==> src/auems_pkg.sv <==
// Package of offsets, field layouts and reset values for the mask block.
`default_nettype none
package auems_pkg;
  // ==========================================================
  // Register byte offsets.
  localparam logic [11:0] UE_MASK_OFF     = 12'h108;
  localparam logic [11:0] UE_SEVERITY_OFF = 12'h10c;
  localparam logic [11:0] IRQ_STATUS_OFF  = 12'h1f0;
  localparam logic [11:0] IRQ_ENABLE_OFF  = 12'h1f4;
  // ==========================================================
  // Field positions.
  localparam int LINK_PROTOCOL_ERROR_BIT   = 4;
  localparam int SURPRISE_DOWN_BIT         = 5;
  localparam int POISONED_BIT              = 12;
  localparam int FLOW_CONTROL_ERROR_BIT    = 13;
  localparam int COMPLETION_TIMEOUT_BIT    = 14;
  localparam int COMPLETER_ABORT_BIT       = 15;
  localparam int UNEXPECTED_COMPLETION_BIT = 16;
  localparam int RECEIVER_OVERFLOW_BIT     = 17;
  localparam int MALFORMED_BIT             = 18;
  localparam int ECRC_BIT                  = 19;
  localparam int UNSUPPORTED_REQUEST_BIT   = 20;
  localparam int ACCESS_CONTROL_VIOLATION_BIT = 21;
  localparam int DOUBLE_BIT_ERROR_BIT      = 31;
  localparam int IRQ_FATAL_BIT             = 0;
  localparam int IRQ_NONFATAL_BIT          = 1;
  // ==========================================================
  // Writable bits, event bits and reset values.
  localparam logic [31:0] UE_WRITABLE   = 32'h803f3031;
  localparam logic [31:0] UE_EVENTS     = 32'h803f3030;
  localparam logic [31:0] UE_DBIT_ONLY  = 32'h80000000;
  localparam logic [31:0] MASK_RESET    = 32'h00000000;
  localparam logic [31:0] SEV_RESET     = 32'h00062030;
  localparam logic [1:0]  IRQ_RESET     = 2'h0;
endpackage
`default_nettype wire

==> src/auems_sticky_reg.sv <==
// Sticky 32-bit control register that only a cold reset returns to default.
`default_nettype none
module auems_sticky_reg #(
  parameter logic [31:0] RESET_VAL = 32'h00000000,
  parameter logic [31:0] WR_MASK   = 32'h00000000
) (
  input  wire logic        clk_sys,
  input  wire logic        cold_rst,
  input  wire logic        wr_en,
  input  wire logic [31:0] wr_data,
  input  wire logic [31:0] wr_keep,
  output logic      [31:0] q_ff
);
  logic [31:0] wr_bits;

  assign wr_bits = WR_MASK & ~wr_keep;

  // Warm resets leave this register alone so error policy survives them.
  always_ff @(posedge clk_sys)
  begin
    if (cold_rst)
      q_ff <= RESET_VAL;
    else if (wr_en)
      q_ff <= (q_ff & ~wr_bits) | (wr_data & wr_bits);
  end
endmodule // auems_sticky_reg
`default_nettype wire

==> src/auems_irq.sv <==
// Sticky interrupt status with write-one-to-clear, enable and level output.
`default_nettype none
module auems_irq (
  input  wire logic       clk_sys,
  input  wire logic       srst,
  input  wire logic [1:0] evt,
  input  wire logic       clr_wr,
  input  wire logic [1:0] clr_data,
  input  wire logic       en_wr,
  input  wire logic [1:0] en_data,
  output logic      [1:0] status_ff,
  output logic      [1:0] enable_ff,
  output logic            irq_ff
);
  import auems_pkg::*;

  // A set in the clearing cycle wins, so no event is lost.
  always_ff @(posedge clk_sys)
  begin
    if (srst)
      status_ff <= IRQ_RESET;
    else
      status_ff <= (status_ff & ~(clr_wr ? clr_data : 2'h0)) | evt;
  end

  always_ff @(posedge clk_sys)
  begin
    if (srst)
      enable_ff <= IRQ_RESET;
    else if (en_wr)
      enable_ff <= en_data;
  end

  // Level follows the registered status, gated by the enable bits, one cycle later.
  always_ff @(posedge clk_sys)
  begin
    if (srst)
      irq_ff <= 1'b0;
    else
      irq_ff <= |(status_ff & enable_ff);
  end
endmodule // auems_irq
`default_nettype wire

==> src/auems_top.sv <==
// Uncorrectable error mask and severity bank with APB access and routing.
//
// Register access over APB was left to the implementer.
`default_nettype none
module auems_top (
  input  wire logic        clk_sys,
  input  wire logic        srst,
  input  wire logic        cold_rst,
  input  wire logic        psel,
  input  wire logic        penable,
  input  wire logic        pwrite,
  input  wire logic [11:0] paddr,
  input  wire logic [31:0] pwdata,
  output logic      [31:0] prdata_ff,
  output logic             pready_ff,
  output logic             pslverr_ff,
  input  wire logic        double_bit_report_enable,
  input  wire logic [31:0] ue_event,
  output logic      [31:0] ue_status_set_ff,
  output logic      [31:0] ue_log_ff,
  output logic             fatal_report_ff,
  output logic             nonfatal_report_ff,
  output logic             irq_ff
);
  import auems_pkg::*;

  // ==========================================================
  // Bus decode.
  logic        any_rst;
  logic        setup;
  logic        access;
  logic        wr_acc;
  logic        hit_mask;
  logic        hit_sev;
  logic        hit_ists;
  logic        hit_ien;
  logic        mapped;
  logic [31:0] dbit_keep;
  logic [31:0] mask_q;
  logic [31:0] sev_q;
  logic [31:0] mask_rd;
  logic [31:0] sev_rd;
  logic [31:0] eff_mask;
  logic [31:0] eff_sev;
  logic [31:0] live_evt;
  logic [1:0]  irq_sts;
  logic [1:0]  irq_en;
  logic [31:0] nxt_prdata;

  assign any_rst  = srst | cold_rst;
  assign setup    = psel & ~penable;
  assign access   = psel & penable & pready_ff;
  assign wr_acc   = access & pwrite;
  assign hit_mask = (paddr == UE_MASK_OFF);
  assign hit_sev  = (paddr == UE_SEVERITY_OFF);
  assign hit_ists = (paddr == IRQ_STATUS_OFF);
  assign hit_ien  = (paddr == IRQ_ENABLE_OFF);
  assign mapped   = hit_mask | hit_sev | hit_ists | hit_ien;

  // While double-bit reporting is off, bit 31 keeps its old value.
  assign dbit_keep = double_bit_report_enable ? 32'h0 : UE_DBIT_ONLY;

  // ==========================================================
  // Sticky mask and severity storage.
  auems_sticky_reg #(
    .RESET_VAL (MASK_RESET),
    .WR_MASK   (UE_WRITABLE)
  ) u_mask (
    .clk_sys  (clk_sys),
    .cold_rst (cold_rst),
    .wr_en    (wr_acc & hit_mask),
    .wr_data  (pwdata),
    .wr_keep  (dbit_keep),
    .q_ff     (mask_q)
  );

  auems_sticky_reg #(
    .RESET_VAL (SEV_RESET),
    .WR_MASK   (UE_WRITABLE)
  ) u_sev (
    .clk_sys  (clk_sys),
    .cold_rst (cold_rst),
    .wr_en    (wr_acc & hit_sev),
    .wr_data  (pwdata),
    .wr_keep  (dbit_keep),
    .q_ff     (sev_q)
  );

  // The stored double-bit value is hidden, not lost, when reporting is off.
  assign mask_rd = mask_q & ~dbit_keep;
  assign sev_rd  = sev_q & ~dbit_keep;

  // ==========================================================
  // Event routing.
  assign live_evt = ue_event & UE_EVENTS;
  assign eff_mask = mask_rd & UE_EVENTS;
  assign eff_sev  = sev_rd & UE_EVENTS;

  always_ff @(posedge clk_sys)
  begin
    if (any_rst)
      ue_status_set_ff <= 32'h0;
    else
      ue_status_set_ff <= live_evt;
  end

  always_ff @(posedge clk_sys)
  begin
    if (any_rst)
      ue_log_ff <= 32'h0;
    else
      ue_log_ff <= live_evt & ~eff_mask;
  end

  always_ff @(posedge clk_sys)
  begin
    if (any_rst)
    begin
      fatal_report_ff    <= 1'b0;
      nonfatal_report_ff <= 1'b0;
    end
    else
    begin
      fatal_report_ff    <= |(live_evt & ~eff_mask & eff_sev);
      nonfatal_report_ff <= |(live_evt & ~eff_mask & ~eff_sev);
    end
  end

  // ==========================================================
  // Interrupt on reported errors.
  auems_irq u_irq (
    .clk_sys   (clk_sys),
    .srst      (any_rst),
    .evt       ({nonfatal_report_ff, fatal_report_ff}),
    .clr_wr    (wr_acc & hit_ists),
    .clr_data  (pwdata[1:0]),
    .en_wr     (wr_acc & hit_ien),
    .en_data   (pwdata[1:0]),
    .status_ff (irq_sts),
    .enable_ff (irq_en),
    .irq_ff    (irq_ff)
  );

  // ==========================================================
  // APB answer: one wait-free access cycle after each setup.
  always_comb
  begin
    nxt_prdata = 32'h0;
    case (1'b1)
      hit_mask: nxt_prdata = mask_rd;
      hit_sev:  nxt_prdata = sev_rd;
      hit_ists: nxt_prdata = {30'h0, irq_sts};
      hit_ien:  nxt_prdata = {30'h0, irq_en};
      default:  nxt_prdata = 32'h0;
    endcase
  end

  always_ff @(posedge clk_sys)
  begin
    if (any_rst)
    begin
      pready_ff  <= 1'b0;
      pslverr_ff <= 1'b0;
      prdata_ff  <= 32'h0;
    end
    else
    begin
      pready_ff  <= setup;
      pslverr_ff <= setup & ~mapped;
      prdata_ff  <= (setup & ~pwrite) ? nxt_prdata : 32'h0;
    end
  end
endmodule // auems_top
`default_nettype wire

==> config.mk <==
export PLATFORM = sky130hd
export DESIGN_NAME = auems_top
export DESIGN_NICKNAME = d
export VERILOG_FILES = /design/src/auems_pkg.sv /design/src/auems_sticky_reg.sv /design/src/auems_irq.sv /design/src/auems_top.sv
export SDC_FILE = /design/constraint.sdc
export NUM_CORES = 1
export LEC_CHECK = 0
export ABC_AREA = 1
export ABC_CLOCK_PERIOD_IN_PS = 1200
export CAP_MARGIN = 20
export CORE_ASPECT_RATIO = 0.7
export CORE_MARGIN = 2
export CORE_UTILIZATION = 35
export CTS_CLUSTER_DIAMETER = 150
export DETAILED_ROUTE_END_ITERATION = 6
export DONT_BUFFER_PORTS = 1
export PLACE_DENSITY = 0.6
export SETUP_SLACK_MARGIN = 0.05
export SYNTH_ARGS = -nofsm -noshare
export SYNTH_HDL_FRONTEND = slang
export SYNTH_SLANG_ARGS = --single-unit
==> constraint.sdc <==
create_clock -name clk_sys -period 1.2 [get_ports clk_sys]
set_input_delay 0.18 -clock clk_sys [delete_from_list [all_inputs] [get_ports clk_sys]]
set_output_delay 0.18 -clock clk_sys [all_outputs]
set_load 0.005 [all_outputs]
==> results.toml, run 1 <==
[clock_network]
cts_tree = "built"
clk_pin_slew_ns = 0.06
h-tree-depth = 3
clock-root-buffer = "clkbuf_16"
clk_latency_ns = 0.33
postCtsSetupBuffers = 0
cts_buffers = 9
clockBufferDepth = 2
clkSinkCount = 68

[synthesis]
synthArstFlopShare_pct = 0
synth_cells = 456
synth_top_flop_cell = "dfxtp_1"
syn_avg_cell_area_um2 = 7.101
ys_warn_count = 0
synthesis.area_mm2 = 0.003238
ys_seq_elements = 68
ys_seq_area_share_pct = 42.04
ys_types = 25
synth_edf_count = 0

[place]
dp_hpwl_um = 5596
port_buffers = 0
gp_congestion = 0.8488
dp_cells = 590
placed_area_mm2 = 0.003287
dp_slack_ns = -0.06625

[worst_setup_path]
path_delay_family = "simple AND/OR/NAND/NOR gates"
worstPathCellList = "nand2_2 -> nor2_4 -> buf_6 -> nand3_4 -> buf_16 -> nand2_4 -> nand2_1 -> nor2_1"
rr_worst_depth = 8
max_stage_delay_ns = 0.33
cp.depth = 8
critical_path_class = "register to register"
arrival_ns = 1.48
crit_slowest_cell = "dfxtp_2"
end_kind = "register"
rrSetupSlack_ns = -0.01
rr_endpoint = "u_mask.q_ff[20]$_SDFFE_PP0P_"
cp-startpoint = "pready_ff$_SDFF_PP0_"
cp_data_required_time_ns = 1.47
worst-path-buf-inv = 2
crit_fanout = 5
worstSetupEndpoint = "u_mask.q_ff[20]$_SDFFE_PP0P_"
r2r-start = "pready_ff$_SDFF_PP0_"
start_kind = "register"

[floorplanning]
core.rowCount = 29
io-pin-count = 184
start_util_pct = 35.84
die_w_um = 119.0
dieArea_mm2 = 0.01005
die_h_um = 84.48
coreArea_mm2 = 0.009035

[pwr]
total_power_mw = 5.242
p_per_area_mw_per_mm2 = 1295
peakVddDrop_uv = 827.0
p_leak_nw = 1.948

[route]
dr.pass1.iters = 4
ant_nets = 0
vias = 2680
dr.first_iter.drc_count = 119
drc_errors = 0
wire_per_inst_um = 12.38
wl_um = 7851
drt-vias-per-instance = 4.227

[run]
drv_cap = 0

[timing]
fin_crit_sh_pct = 101.1
fin_crit_ns = 1.213
finalMaxSlewViolations = 0
hold_viol = 0
fin_ws_ns = -0.01272
setup_tns_ns = -0.04677
setup_viol = 6
rsz0062_at_grt = "true"
fin_skew_ns = 0.007816
fmax_ghz = 0.8246
hold_slack_ns = 0.0001863

[grt]
grt_overflow_total = 0
antenna_found_initial = 0
first_global_vias = 2370
grt_use_total_pct = 15.41
grt_first_pass_wirelength_um = 11920
grt_max_degree = 25

[run_status]
status = "finished with violations"
violations = "setup timing"

[hold_path]
hold_class = "input port to register"

[final_layout]
final_cell_area_mm2 = 0.004048
drive_gt1_share_pct = 19.41
fin_util_pct = 44.80
syn_to_final_growth_pct = 25.00
final_cells = 634
antenna_cells = 0
fin_nets = 588
[placed cells by master (no fill, tap or decap)]
| cell | instances |
|---|---|
| buf_4 | 20 |
| clkbuf_16 | 10 |
| inv_6 | 1 |
| o21ai_0 | 2 |
| a21oi_1 | 11 |
| nand2_2 | 15 |
| buf_12 | 2 |
| dlygate4sd3_1 | 25 |
| clkinv_4 | 2 |
| nor2_8 | 1 |
| nor2_1 | 83 |
| buf_6 | 1 |
| nand4_1 | 7 |
| and2_4 | 1 |
| o21ai_2 | 1 |
| clkinv_1 | 1 |
| nand3_4 | 2 |
| o2111ai_1 | 1 |
| o21ai_1 | 3 |
| clkinvlp_4 | 2 |
| nand2_1 | 83 |
| nand3_1 | 26 |
| nand2_4 | 4 |
| conb_1 | 61 |
| bufinv_16 | 1 |
| nor3_1 | 3 |
| nor2_4 | 2 |
| a21oi_2 | 6 |
| and2_1 | 1 |
| inv_1 | 46 |
| dfxtp_2 | 10 |
| nor2_2 | 7 |
| nor3_2 | 1 |
| clkinv_2 | 1 |
| buf_16 | 2 |
| inv_2 | 6 |
| nand3_2 | 1 |
| dfxtp_1 | 58 |
[worst reg2reg max path, delay by kind of cell (launching register included)]
family | cells | cell delay, ns
buffers and inverters | 2 | 0.33
AND/OR/NAND/NOR | 6 | 0.50
flip-flops | 1 | 0.33
[worst min path at each step]
stage                                      endpoint  slack, ns  cells past startpoint    startpoint
finish                     ue_log_ff[19]$_SDFF_PP0_     0.0002                      2  ue_event[19]
global route               ue_log_ff[19]$_SDFF_PP0_     -0.008                      2  ue_event[19]
CTS                        ue_log_ff[21]$_SDFF_PP0_      0.006                      2  ue_event[21]
detailed placement   ue_status_set_ff[4]$_SDFF_PP0_       0.30                      2   ue_event[4]
global placement    ue_status_set_ff[18]$_SDFF_PP0_       0.29                      2  ue_event[18]
floorplan           ue_status_set_ff[13]$_SDFF_PP0_       0.29                      2  ue_event[13]
[synth_stat cells, types with 4 or more instances]
library cell / number / area share (%)
a21oi_1: 12 / 1.9
a21oi_2: 5 / 1.4
buf_2: 6 / 0.93
buf_4: 61 / 14
clkbuf_1: 4 / 0.46
dfxtp_1: 68 / 42
inv_1: 51 / 5.9
nand2_1: 95 / 11
nand2_2: 7 / 1.4
nand3_1: 28 / 4.3
nand4_1: 7 / 1.4
nor2_1: 89 / 10
nor3_1: 4 / 0.62
o21ai_0: 6 / 0.93
[kinds of logic after synthesis]
group           synth area share, %
simple gates                  30.95
flops                         42.04
buf+inv                       22.49
other cells                  0.1158
compound gates                4.405
[layer usage]
metal	vias to the layer above	wire (um)	global-route usage [%]
li1	1368	-	-
met1	1196	3451	18.99
met2	107	3584	23.93
met3	9	732	7.269
met4	0	82	4.870
met5	-	0	0
[state kept, by name, indices dropped and copies added (netlist names), named ones only]
register and count:
prdata_ff 13, u_mask.q_ff 11, u_sev.q_ff 11, ue_log_ff 11, ue_status_set_ff 11, u_irq.enable_ff 2
u_irq.status_ff 2, fatal_report_ff 1, nonfatal_report_ff 1, pready_ff 1, pslverr_ff 1, u_irq.irq_ff 1
[report_power, final]
part	internal (mW)	switching, mW
sequential	2.30	0.0218
combinational	0.115	0.178
clock	1.62	1.01
total	4.03	1.21
[what timing repair did]
| action | in CTS | in global routing |
|---|---|---|
| endpoints found under the hold margin | 42 | 2 |
| hold buffers | 24 | 1 |
| resized for setup | 19 | 34 |
| cloned | 2 | 1 |
| endpoints found under the setup margin | 28 | 30 |
| pin swaps | 2 | 12 |
[cell type report]
type,count,area (um^2)
clock buffer,9,225.2
clock inverter,7,76.32
fill,893,4987
inverter,53,198.9
multi-input combinational,322,1486
sequential,68,1374
tap,124,155.1
timing repair buffer,51,531.8
Power figures use the tool's default switching activity.
==> inputs of run 2 (changes only) <==
REMOVE_ABC_BUFFERS = 1   (was unset)
==> run 2 against run 1 <==
  * The run ends with hold timing left
  * Critical path type is now input port to register
  * Sequential power is essentially flat
  * Die area is the same
  * Clock power shrank 5%
  * Combinational power is essentially flat
  * Critical path depth shrank 1
  * Global-route usage shrank 0.26 points
  * Clock-buffer cell count grew 5
  * Utilization shrank 1.4 points
  * Wire length shrank 3.3%
  * Total power shrank 2.7%
  * Register-to-register slack gained 0.03 ns
==> results.toml, run 2 (synthesis gave the netlist of run 1 again) <==
[clock_network]
cts_buffers = 9
cts_tree = "built"
clkSinkCount = 68
clockBufferDepth = 2
h-tree-depth = 3
clk_latency_ns = 0.32
clk_pin_slew_ns = 0.05
clock-root-buffer = "clkbuf_16"

[worst_setup_path]
crit_slowest_cell = "dlygate4sd3_1"
rr_worst_depth = 7
arrival_ns = 1.40
cp_data_required_time_ns = 1.42
r2r-start = "pready_ff$_SDFF_PP0_"
worstPathCellList = "dlygate4sd3_1 -> inv_1 -> a21oi_1 -> a21oi_1 -> nand3_1 -> nand2_1 -> inv_1"
critical_path_class = "input port to register"
max_stage_delay_ns = 0.53
crit_fanout = 3
start_kind = "input port"
end_kind = "register"
rrSetupSlack_ns = 0.02

[timing]
fin_crit_ns = 1.183
rsz0062_at_grt = "true"
fin_skew_ns = 0.003693
finalMaxSlewViolations = 0
setup_viol = 0
fin_ws_ns = 0.01700
hold_slack_ns = -0.003131
fmax_ghz = 0.8453
fin_crit_sh_pct = 98.58
hold_viol = 2

[route]
vias = 2647
drt-vias-per-instance = 4.215
wire_per_inst_um = 12.09
ant_nets = 0
wl_um = 7591
dr.pass1.iters = 4
dr.first_iter.drc_count = 147
drc_errors = 0

[final_layout]
final_cell_area_mm2 = 0.003924
syn_to_final_growth_pct = 21.17
multi_input_area_mm2 = 0.001446
final_cells = 628
drive_gt1_share_pct = 15.08
final_common_cell = "nand2_1"
n_fill_cell = 902
mostFrequentLayoutCells = "nand2_1, nor2_1, dfxtp_1"
top_register = "prdata_ff"
register_area_mm2 = 0.001364
largest_reg_flops = 13
fin_nets = 583
antenna_cells = 0

[floorplanning]
dieArea_mm2 = 0.01005
coreArea_mm2 = 0.009035
core.rowCount = 29
die_w_um = 119.0
die_h_um = 84.48
start_util_pct = 35.84
io-pin-count = 184

[grt]
grt_overflow_total = 0
grt_max_degree = 25
first_global_vias = 2391
antenna_found_initial = 0
grt_use_total_pct = 15.15
grt_first_pass_wirelength_um = 11700

[place]
dp_slack_ns = -0.05396
placed_area_mm2 = 0.003282
port_buffers = 0
dp_hpwl_um = 5422
gp_congestion = 0.8714
dp_cells = 586

[pwr]
p_leak_nw = 1.916
peakVddDrop_uv = 546.4
p_per_area_mw_per_mm2 = 1299

[hold_path]
hold_class = "input port to register"
whs_path_depth = 2
min_from = "ue_event[21]"
holdPathEnd = "ue_log_ff[21]$_SDFF_PP0_"

[run]
drv_cap = 0

[run_status]
violations = "hold timing"
status = "finished with violations"
==> run 2: through the flow <==
stage | utilization [%] | power (mW) | setup TNS (ns) | hold WS, ns
global route | 43.43 | 5.288 | -1.115 | -0.01220
floorplan | - | 2.508 | -8.295 | 0.2922
CTS | 42.57 | 5.151 | 0 | 0.0008889
finish | 43.43 | 5.098 | 0 | -0.003131
detailed placement | 36.32 | 2.573 | -0.1496 | 0.2963
global placement | 36.32 | 2.570 | -0.2507 | 0.2938
==> run 2: critical path: cells and delay by family <==
kind	cells	cell delay, ns
buffers and inverters	3	0.64
AO/OA/AOI/OAI	2	0.34
AND/OR/NAND/NOR	2	0.24
==> run 2: timing repair <==
item,CTS,global route
gates cloned,1,0
pin swaps,0,4
endpoints found under the hold margin,40,2
buffers inserted,1,1
setup endpoints to repair,22,31
hold buffers,23,1
resized for setup,8,22
==> run 2: report_power, final <==
part,switching (mW),internal (mW)
clock,0.877,1.61
combinational,0.178,0.115
sequential,0.0205,2.30
==> run 2: layout make-up <==
type / instances / share of cell area [%]
clock buffers: 14 / 7.239
clock inverters: 1 / 0.1276
inverters: 53 / 5.070
multi-input cells: 322 / 36.86
flip-flops and latches: 68 / 34.76
well taps: 124 / 3.954
repair buffers: 46 / 11.99
==> run 2: how the worst max path moves through the flow <==
stage | from | end | slack [ns]
after floorplan | pready_ff$_SDFF_PP0_ | u_mask.q_ff[0]$_SDFFE_PP0P_ | -0.50
after global placement | paddr[1] | prdata_ff[13]$_SDFF_PP0_ | -0.07
after detailed placement | paddr[1] | prdata_ff[13]$_SDFF_PP0_ | -0.05
after CTS | pready_ff$_SDFF_PP0_ | register | 0.02
after global routing | pready_ff$_SDFF_PP0_ | register | -0.09
final | ue_event[31] | nonfatal_report_ff$_SDFF_PP0_ | 0.02
==> run 2: routing by layer <==
| layer | share of wire [%] | GRT usage [%] |
|---|---|---|
| met3 | 5.8 | 5.299 |
| met1 | 48 | 20.10 |
| met4 | 0.20 | 4.329 |
| met2 | 45 | 23.41 |
| met5 | 0 | 0 |
